<file path="src/adc_readout_pkg.sv">
// Constants, state encoding and carrier types for the converter result readout.
// Assumes a single 125 MHz core clock and a supply monitor outside this logic.
package adc_readout_pkg;

  // Core clock period and power-on reset length.
  localparam int unsigned CLK_PERIOD_NS = 8;
  localparam int unsigned POR_TIME_US = 500;
  localparam int unsigned POR_CYCLES = (POR_TIME_US * 1000) / CLK_PERIOD_NS;

  // Half period of the generated shift clock in core cycles.
  localparam int unsigned SCK_HALF_CYCLES = 8;
  localparam logic [3:0] SCK_HALF_LAST = 4'(SCK_HALF_CYCLES - 1);

  // Result word layout.
  localparam int unsigned WORD_BITS = 32;
  localparam int unsigned RAW_BITS = 31;
  localparam int unsigned PEND_POS = 31;
  localparam int unsigned FILL_POS = 30;
  localparam int unsigned POL_POS = 29;
  localparam int unsigned MSB_POS = 28;
  localparam int unsigned LSB_POS = 5;
  localparam logic [5:0] LAST_BIT_EDGE = 6'h1f;
  localparam logic [5:0] WORD_EDGE = 6'h20;

  // Full scale and one result LSB in sub-LSB units of the raw sample.
  localparam logic signed [30:0] FS_POS = 31'sh10000000;
  localparam logic signed [30:0] FS_NEG = -31'sh10000000;
  localparam logic signed [30:0] ONE_LSB = 31'sh20;

  // Result buffer shape.
  localparam int unsigned FIFO_DEPTH = 32;

  // Default conversion setup after power-on reset.
  localparam logic [2:0] DEF_POS_LINE = 3'h0;
  localparam logic [2:0] DEF_NEG_LINE = 3'h1;
  localparam logic [2:0] DEF_REF_PAIR = 3'h0;
  localparam logic [15:0] DEF_OSR = 16'h0100;
  localparam logic DEF_SINGLE_RATE = 1'h1;

  // Readout cycle states, Gray coded from reset through convert, sleep and output.
  typedef enum logic [1:0] {
    ST_RESET = 2'h0,
    ST_CONVERT = 2'h1,
    ST_SLEEP = 2'h3,
    ST_OUTPUT = 2'h2
  } cycle_state_t;

  // Setup handed to the modulator for the next conversion.
  typedef struct packed {
    logic [2:0] input_line_pos;
    logic [2:0] input_line_neg;
    logic [2:0] ref_pair;
    logic [15:0] oversampling_ratio;
    logic single_rate_mode;
  } conv_cfg_t;

  localparam conv_cfg_t CFG_DEFAULT =
    '{DEF_POS_LINE, DEF_NEG_LINE, DEF_REF_PAIR, DEF_OSR, DEF_SINGLE_RATE};

endpackage

</file>
<file path="src/adc_result_serial_readout.sv">
// Result buffer and serial readout of a delta-sigma converter, with power-on sequencing.
// Assumes raw signed samples arrive from a decimator on i_core_clk and that the
// select, shift clock and supply flag are asynchronous pins.
`timescale 1ns/1ps

// Plain synchronous FIFO with registered input ready.
module result_fifo #(
  parameter int unsigned WIDTH = 31,
  parameter int unsigned DEPTH = 32
) (
  // Clock and reset.
  input wire logic i_clk,
  input wire logic i_rst_n,
  input wire logic i_clear,
  // Fill side.
  input wire logic i_in_valid,
  input wire logic [WIDTH-1:0] i_in_data,
  output logic o_in_ready,
  // Drain side.
  output logic o_out_valid,
  output logic [WIDTH-1:0] o_out_data,
  input wire logic i_out_ready
);
  localparam int unsigned AW = $clog2(DEPTH);
  localparam logic [AW:0] FULL_COUNT = (AW+1)'(DEPTH);
  localparam logic [AW:0] NEAR_FULL = (AW+1)'(DEPTH - 1);

  logic [WIDTH-1:0] mem [DEPTH]; // Storage, no reset needed.
  logic [AW-1:0] wr_ptr; // Next slot to write.
  logic [AW-1:0] rd_ptr; // Oldest slot.
  logic [AW:0] count; // Words held.
  logic push; // Accepted write.
  logic pop; // Accepted read.

  assign push = i_in_valid && o_in_ready;
  assign pop = o_out_valid && i_out_ready;
  assign o_out_valid = (count != '0);
  assign o_out_data = mem[rd_ptr];

  // Storage write; pointers wrap since depth is a power of two.
  always_ff @(posedge i_clk)
  begin
    if (push)
    begin
      mem[wr_ptr] <= i_in_data;
    end
  end

  // Pointers, count and a registered ready that drops on reset or clear and otherwise only once the buffer is full.
  always_ff @(posedge i_clk or negedge i_rst_n)
  begin
    if (!i_rst_n)
    begin
      wr_ptr <= '0;
      rd_ptr <= '0;
      count <= '0;
      o_in_ready <= 1'h0;
    end
    else if (i_clear)
    begin
      wr_ptr <= '0;
      rd_ptr <= '0;
      count <= '0;
      o_in_ready <= 1'h0;
    end
    else
    begin
      if (push)
      begin
        wr_ptr <= wr_ptr + 1'h1;
      end
      if (pop)
      begin
        rd_ptr <= rd_ptr + 1'h1;
      end
      // Ready is registered, so it must anticipate the count one cycle ahead.
      if (push && !pop)
      begin
        count <= count + 1'h1;
        o_in_ready <= (count + 1'h1) < FULL_COUNT && count != NEAR_FULL;
      end
      else if (pop && !push)
      begin
        count <= count - 1'h1;
        o_in_ready <= 1'h1;
      end
      else
      begin
        o_in_ready <= (count < FULL_COUNT);
      end
    end
  end
endmodule // result_fifo

// Readout top: power-on sequencing, conversion cycle and serial shifting.
module adc_result_serial_readout #(
  parameter int unsigned POR_LEN = adc_readout_pkg::POR_CYCLES
) (
  // Clock and reset.
  input wire logic i_core_clk,
  input wire logic i_rst_n,
  // Supply monitor, high while supply is above threshold.
  input wire logic i_supply_ok,
  // Raw samples from the decimator.
  input wire logic i_raw_valid,
  input wire logic signed [30:0] i_raw,
  output logic o_raw_ready,
  // Modulator control.
  output logic o_conv_start,
  output adc_readout_pkg::conv_cfg_t o_conv_cfg,
  // Serial link pins.
  input wire logic i_device_select_n,
  input wire logic i_clock_source_select,
  input wire logic i_sck,
  output logic o_sck,
  output logic o_sck_oe_n,
  output logic o_serial_out,
  output logic o_serial_out_oe_n
);

  // Two-stage synchronisers for pins; stage one is read only by stage two.
  logic [1:0] sel_sync;
  logic [1:0] src_sync;
  logic [1:0] sck_sync;
  logic [1:0] sup_sync;
  logic sck_prev; // Previous synchronised external clock level.
  logic cs_low; // Select asserted.
  logic ext_rise; // Rising edge of the external clock.
  logic ext_fall; // Falling edge of the external clock.
  logic sck_rise; // Rising edge from the chosen source.
  logic sck_fall; // Falling edge from the chosen source.
  logic [$clog2(POR_LEN+1)-1:0] por_cnt; // Cycles left in the power-on pulse.
  logic por_busy; // Internal reset state.
  adc_readout_pkg::cycle_state_t state; // Readout cycle.
  adc_readout_pkg::cycle_state_t next_state; // Next cycle state.
  logic [31:0] shreg; // Holding shift register.
  logic [5:0] edge_cnt; // Falling edges seen in output state.
  logic [3:0] div_cnt; // Generated clock divider.
  logic gen_rise; // Generated clock about to rise.
  logic gen_fall; // Generated clock about to fall.
  logic gen_run; // Generator allowed to run.
  logic fifo_valid; // A finished result waits.
  // Signed, so that the range compares below treat negative samples as negative.
  logic signed [30:0] fifo_data; // Oldest raw result.
  logic take; // Conversion completes now.
  logic signed [30:0] clamped; // Range-limited result.
  logic [31:0] word; // Assembled result word.
  logic next_sdo; // Next serial output level.

  always_ff @(posedge i_core_clk or negedge i_rst_n)
  begin
    if (!i_rst_n)
    begin
      sel_sync <= 2'h3;
      src_sync <= 2'h0;
      sck_sync <= 2'h0;
      sup_sync <= 2'h0;
      sck_prev <= 1'h0;
    end
    else
    begin
      sel_sync <= {sel_sync[0], i_device_select_n};
      src_sync <= {src_sync[0], i_clock_source_select};
      sck_sync <= {sck_sync[0], i_sck};
      sup_sync <= {sup_sync[0], i_supply_ok};
      sck_prev <= sck_sync[1];
    end
  end

  assign cs_low = !sel_sync[1];
  assign ext_rise = sck_sync[1] && !sck_prev;
  assign ext_fall = !sck_sync[1] && sck_prev;
  // Edges only count while selected; the source pin picks the clock.
  assign sck_rise = cs_low && (src_sync[1] ? gen_rise : ext_rise);
  assign sck_fall = cs_low && (src_sync[1] ? gen_fall : ext_fall);

  // Power-on reset: held while the supply is low, then a fixed-length pulse.
  always_ff @(posedge i_core_clk or negedge i_rst_n)
  begin
    if (!i_rst_n)
    begin
      por_cnt <= '0;
      por_busy <= 1'h1;
    end
    else if (!sup_sync[1])
    begin
      por_cnt <= ($bits(por_cnt))'(POR_LEN);
      por_busy <= 1'h1;
    end
    else if (por_cnt != '0)
    begin
      por_cnt <= por_cnt - 1'h1;
      por_busy <= 1'h1;
    end
    else
    begin
      por_busy <= 1'h0;
    end
  end

  // Clamp beyond full scale and flip the sign so that zero reads as polarity high.
  always_comb
  begin
    if (fifo_data >= adc_readout_pkg::FS_POS)
    begin
      clamped = adc_readout_pkg::FS_POS + adc_readout_pkg::ONE_LSB;
    end
    else if (fifo_data < adc_readout_pkg::FS_NEG)
    begin
      clamped = adc_readout_pkg::FS_NEG - adc_readout_pkg::ONE_LSB;
    end
    else
    begin
      clamped = fifo_data;
    end
    // Pending low, filler low, then polarity, result and sub-LSBs.
    word = {1'h0, 1'h0, !clamped[29], clamped[28:0]};
  end

  assign take = (state == adc_readout_pkg::ST_CONVERT) && fifo_valid;

  // Cycle sequencing: convert, sleep until a rising edge, then shift out.
  always_comb
  begin
    next_state = state;
    case (state)
      adc_readout_pkg::ST_RESET:
        next_state = adc_readout_pkg::ST_CONVERT;
      adc_readout_pkg::ST_CONVERT:
        if (take)
        begin
          next_state = adc_readout_pkg::ST_SLEEP;
        end
      adc_readout_pkg::ST_SLEEP:
        if (sck_rise)
        begin
          next_state = adc_readout_pkg::ST_OUTPUT;
        end
      default:
        // Select rising aborts; the 32nd falling edge ends the word.
        if (!cs_low || (sck_fall && edge_cnt == adc_readout_pkg::LAST_BIT_EDGE))
        begin
          next_state = adc_readout_pkg::ST_CONVERT;
        end
    endcase
  end

  // State, conversion start pulse and power-on defaults.
  always_ff @(posedge i_core_clk or negedge i_rst_n)
  begin
    if (!i_rst_n)
    begin
      state <= adc_readout_pkg::ST_RESET;
      o_conv_start <= 1'h0;
      o_conv_cfg <= adc_readout_pkg::CFG_DEFAULT;
    end
    else if (por_busy)
    begin
      state <= adc_readout_pkg::ST_RESET;
      o_conv_start <= 1'h0;
      o_conv_cfg <= adc_readout_pkg::CFG_DEFAULT;
    end
    else
    begin
      state <= next_state;
      // A start is issued on every entry into the convert state.
      o_conv_start <= (next_state == adc_readout_pkg::ST_CONVERT)
        && (state != adc_readout_pkg::ST_CONVERT);
    end
  end

  // Holding register and edge counter; between loads the word shifts left on each falling edge in output state.
  always_ff @(posedge i_core_clk or negedge i_rst_n)
  begin
    if (!i_rst_n)
    begin
      shreg <= '0;
      edge_cnt <= '0;
    end
    else if (por_busy)
    begin
      shreg <= '0;
      edge_cnt <= '0;
    end
    else if (take)
    begin
      shreg <= word;
      edge_cnt <= '0;
    end
    else if (state == adc_readout_pkg::ST_OUTPUT && sck_fall)
    begin
      shreg <= {shreg[30:0], 1'h0};
      edge_cnt <= edge_cnt + 1'h1;
    end
  end

  // Serial output level: pending high, done low, data during output.
  always_comb
  begin
    case (next_state)
      adc_readout_pkg::ST_OUTPUT:
        next_sdo = (state == adc_readout_pkg::ST_OUTPUT && sck_fall) ? shreg[30] : shreg[31];
      adc_readout_pkg::ST_SLEEP:
        next_sdo = 1'h0;
      default:
        next_sdo = 1'h1;
    endcase
  end

  always_ff @(posedge i_core_clk or negedge i_rst_n)
  begin
    if (!i_rst_n)
    begin
      o_serial_out <= 1'h1;
      o_serial_out_oe_n <= 1'h1;
    end
    else
    begin
      o_serial_out <= next_sdo;
      o_serial_out_oe_n <= !cs_low;
    end
  end

  // Generated shift clock; runs only while selected in sleep or output.
  assign gen_run = src_sync[1] && cs_low && !por_busy
    && (state == adc_readout_pkg::ST_SLEEP || state == adc_readout_pkg::ST_OUTPUT);
  assign gen_rise = gen_run && div_cnt == adc_readout_pkg::SCK_HALF_LAST && !o_sck;
  assign gen_fall = gen_run && div_cnt == adc_readout_pkg::SCK_HALF_LAST && o_sck;

  always_ff @(posedge i_core_clk or negedge i_rst_n)
  begin
    if (!i_rst_n)
    begin
      div_cnt <= '0;
      o_sck <= 1'h0;
      o_sck_oe_n <= 1'h1;
    end
    else
    begin
      o_sck_oe_n <= !(src_sync[1] && cs_low);
      if (!gen_run)
      begin
        div_cnt <= '0;
        o_sck <= 1'h0;
      end
      else if (div_cnt == adc_readout_pkg::SCK_HALF_LAST)
      begin
        div_cnt <= '0;
        o_sck <= !o_sck;
      end
      else
      begin
        div_cnt <= div_cnt + 1'h1;
      end
    end
  end

  // Results wait here; a full buffer stalls the decimator through o_raw_ready.
  result_fifo #(
    .WIDTH(adc_readout_pkg::RAW_BITS),
    .DEPTH(adc_readout_pkg::FIFO_DEPTH)
  ) u_fifo (
    .i_clk(i_core_clk),
    .i_rst_n(i_rst_n),
    .i_clear(por_busy),
    .i_in_valid(i_raw_valid),
    .i_in_data(i_raw),
    .o_in_ready(o_raw_ready),
    .o_out_valid(fifo_valid),
    .o_out_data(fifo_data),
    .i_out_ready(take)
  );
endmodule // adc_result_serial_readout

</file>
<file path="config.mk">
export PLATFORM = sky130hd
export DESIGN_NAME = adc_result_serial_readout
export DESIGN_NICKNAME = d
export VERILOG_FILES = /design/src/adc_readout_pkg.sv /design/src/adc_result_serial_readout.sv
export SDC_FILE = /design/constraint.sdc
export NUM_CORES = 1
export LEC_CHECK = 0
export ABC_AREA = 0
export ABC_CLOCK_PERIOD_IN_PS = 9000
export BUFFER_PORTS_ARGS = -buffer_cell sky130_fd_sc_hd__buf_4
export CAP_MARGIN = 20
export CORE_MARGIN = 5
export CORE_UTILIZATION = 59
export CTS_CLUSTER_SIZE = 8
export DETAILED_ROUTE_END_ITERATION = 10
export PLACE_DENSITY = 0.75
export SLEW_MARGIN = 20
export SYNTH_ARGS = -nofsm -noshare
export SYNTH_HDL_FRONTEND = slang
export SYNTH_HIERARCHICAL = 1
export SYNTH_SLANG_ARGS = --single-unit
</file>
<file path="constraint.sdc">
create_clock -name i_core_clk -period 9 [get_ports i_core_clk]
set_clock_uncertainty 0.05 [all_clocks]
set_input_delay 1.8 -clock i_core_clk [delete_from_list [all_inputs] [get_ports i_core_clk]]
set_output_delay 1.8 -clock i_core_clk [all_outputs]
set_load 0.02 [all_outputs]
</file>
==> flow_summary_export.csv <==
group,metric,value,unit
pwr,clkPwrFrac,47.7,%
sta,fin_crit_sh,54.3,%
critical_path,reg2reg_from,"u_fifo/rd_ptr[1]",
critical_path,rr_worst_depth,9,
pwr,leakagePower,15.0,nW
sta,setup_violations,0,
routing,routedWlPerCell,30.2,um
job,drv_cap,0,
floorplan,core-area,71600,um2
place,dpl.hpwl,54.3,mm
synth,ys_seq_elements,1084,
sta,worst_pin_slew,1.08,ns
synth,ys_warn_count,6,
grt,grt_pass1_wl,152,mm
floorplan,ios,70,
cts,path_clk_slew,0.05,ns
critical_path,crit_fanout,41,
synth,syn_inst,2246,
routing,postRouteAntennaNets,0,
sta,fmax,205,MHz
cts,cts_buffers,153,
cells_and_area,drive_above_1_share,20.3,%
sta,min_period,4.89,ns
grt,busiest_layer,"met2",
grt,grt_use_met1,36.3,%
cts,cts_tree,"done",
critical_path,rr_endpoint,"shreg[23]",
floorplan,start_util,59.6,%
floorplan,die_w,279,um
pwr,seqPwrFrac,51.3,%
synth,synth_cell_types,71,
grt,grt_max_degree,98,
routing,viasPerCell,6.78,
place,gp_congestion,0.803,
critical_path,crit_start,"u_fifo/rd_ptr[1]",
critical_path,required,9.58,ns
sta,finalHoldViolCount,0,
pwr,p_comb_share,1.0,%
place,placed_cell_area,44000,um2
routing,remaining_drc_errors,0,
grt,overflow,0,
routing,dr.pass1.iters,5,
cells_and_area,final_area,48400,um2
grt,grt_pass1_vias,23400,
cts,ctsResizeCount,0,
min_path,holdPathEnd,"sck_sync[1]",
synth,synthFlopType,"edfxtp_1",
outcome,outcome,"completed",
cts,cts_root_buf,"clkbuf_16",
synth,synthArstFlopShare,8.49,%
floorplan,rows,98,
sta,finalSetupTns,0,ns
cts,h-tree-depth,4,
synth,syn_avg_cell_area,19.0,um2
pwr,peakVddDrop,0.000174,V
routing,first_iter_violations,2585,
critical_path,worstSetupEndpointType,"register",
grt,use_met2,41.5,%
sta,grt_setup_unrepaired,"false",
cells_and_area,nets,2414,
grt,track_usage,26.3,%
sta,drv_slew,0,
routing,vias,22900,
min_path,min_from,"sck_sync[0]",
cts,cts_sinks,1084,
cts,hold_buffers,0,
grt,met3_usage,6.96,%
cts,insertion_delay,0.73,ns
synth,synth-edff-count,992,
min_path,holdPathStages,0,
synth,synthesis.area,42700,um2
cts,cts_setup_buffers,0,
sta,slew_headroom,28.0,%
pwr,p_per_area,222,nW/um2
routing,route.final.wire_length,102,mm
floorplan,chipHeight,279,um
grt,antenna_found_initial,4,
synth,ys_seq_area_share,75.2,%
critical_path,arrival,5.46,ns
critical_path,rrSetupSlack,4.11,ns
pwr,p_sw,2.13,mW
place,numPortBuffers,43,
cells_and_area,areaGrowthSynthToFinish,13.5,%
pwr,internal_power,8.65,mW
floorplan,dieArea,77800,um2
cts,cts_buffer_depth,3,
min_path,hold_class,"reg -> reg",
critical_path,cp-start-kind,"register",
critical_path,criticalPathCategory,"reg -> reg",
pwr,swShare,19.7,%
## layout make-up
| cell class | count | area, um2 |
|---|---|---|
| sequential | 1084 | 32100 |
| fill | 4481 | 23200 |
| multi-input combinational | 1007 | 9930 |
| clock buffer | 201 | 4030 |
| tap | 950 | 1190 |
| timing repair buffer | 100 | 816 |
| clock inverter | 14 | 294 |
| inverter | 17 | 63.8 |
| antenna | 1 | 2.50 |
## worst max-delay path, cell delays in order (launching register included)
cell and delay [ns]:
dfrtp_4 0.76, buf_4 0.67, nor2b_4 1.00, a221oi_1 0.17, o21ai_1 0.15, a22oi_1 0.20, or2_2 0.37, a211oi_4 0.79
o21ai_0 0.31, o211ai_1 0.19
## worst max path at each step
stage,endpoint,slack [ns],depth (start not counted)
after global routing,shreg[23],3.98,9
after global placement,shreg[19],4.25,9
after CTS,shreg[23],3.86,9
final,shreg[23],4.11,9
after detailed placement,shreg[23],3.97,9
after floorplan,u_fifo/mem[23][0],3.97,4
## metal layers
metal  up-vias  wire (um)  share of wire, %
met1     11900      38600                38
met4         6       3670               3.6
met5         -         41             0.040
met2      1274      49400                49
met3       237      10200                10
li1       9420          -                 -
## placed cells by master, fill, tap and decap left out, drive strengths merged, types with 27 or more instances in the layout
master and instances:
edfxtp 992, clkbuf 201, mux2i 194, mux4 154, buf 100, dfrtp 86, o21ai 74, a22oi 61
nor2 59, nand2 49, a21oi 44, a211oi 34, o221ai 32, a221oi 32, o22ai 31, o211ai 27
nand4 27
## sequential cells by signal, indices dropped and copies added, names as in the netlist, 4 cells and up
| signal | flops |
|---|---|
| u_fifo/wr_ptr | 5 |
| por_cnt | 16 |
| shreg | 32 |
| u_fifo/mem | 992 |
| u_fifo/count | 6 |
| edge_cnt | 6 |
| u_fifo/rd_ptr | 5 |
| div_cnt | 4 |
## synthesized netlist by cell type, types with 32 or more instances
cell,n,area [um2]
edfxtp_1,992,29800
mux2i_1,194,1940
mux4_2,154,3470
dfrtp_1,86,2150
clkbuf_1,77,289
a22oi_1,61,458
nor2_1,59,221
nand2_1,49,184
buf_4,46,345
a21oi_1,44,220
o21ai_0,41,205
a211oi_1,34,255
o21ai_1,32,160
o221ai_1,32,280
## cell families (layout without fill, tap and decap cells)
family / after synthesis / after routing / share of synthesized area (%)
flip-flops: 1084 / 1084 / 75.2
AO/OA/AOI/OAI: 372 / 372 / 5.99
multiplexers: 349 / 349 / 12.7
AND/OR/NAND/NOR: 231 / 231 / 2.88
buffers and inverters: 179 / 332 / 2.50
XOR/XNOR: 15 / 15 / 0.308
adder cells (fa/ha/maj): 14 / 14 / 0.405
other: 2 / 27 / 0.0176
## stage by stage
step | setup WS, ns | power (mW) | hold slack, ns | cells | util, %
global route | 3.98 | 11.1 | 0.313 | 3373 | 67.6
finish | 4.11 | 10.8 | 0.297 | 3374 | 67.6
detailed placement | 3.97 | 5.72 | 0.295 | 3156 | 61.5
global placement | 4.25 | 5.71 | 0.297 | 3156 | 61.5
floorplan | 3.97 | 5.64 | 0.281 | 2270 | -
CTS | 3.86 | 10.8 | 0.302 | 3371 | 67.5
## power by group through the flow
stage	Clock, mW	Sequential (mW)	Combinational, mW
finish	5.14	5.52	0.109
global route	5.47	5.51	0.121
CTS	5.21	5.52	0.110
detailed placement	0	5.61	0.110
global placement	0	5.61	0.102
floorplan	0	5.61	0.0316
Note: power is estimated with default switching activity, not from simulation.
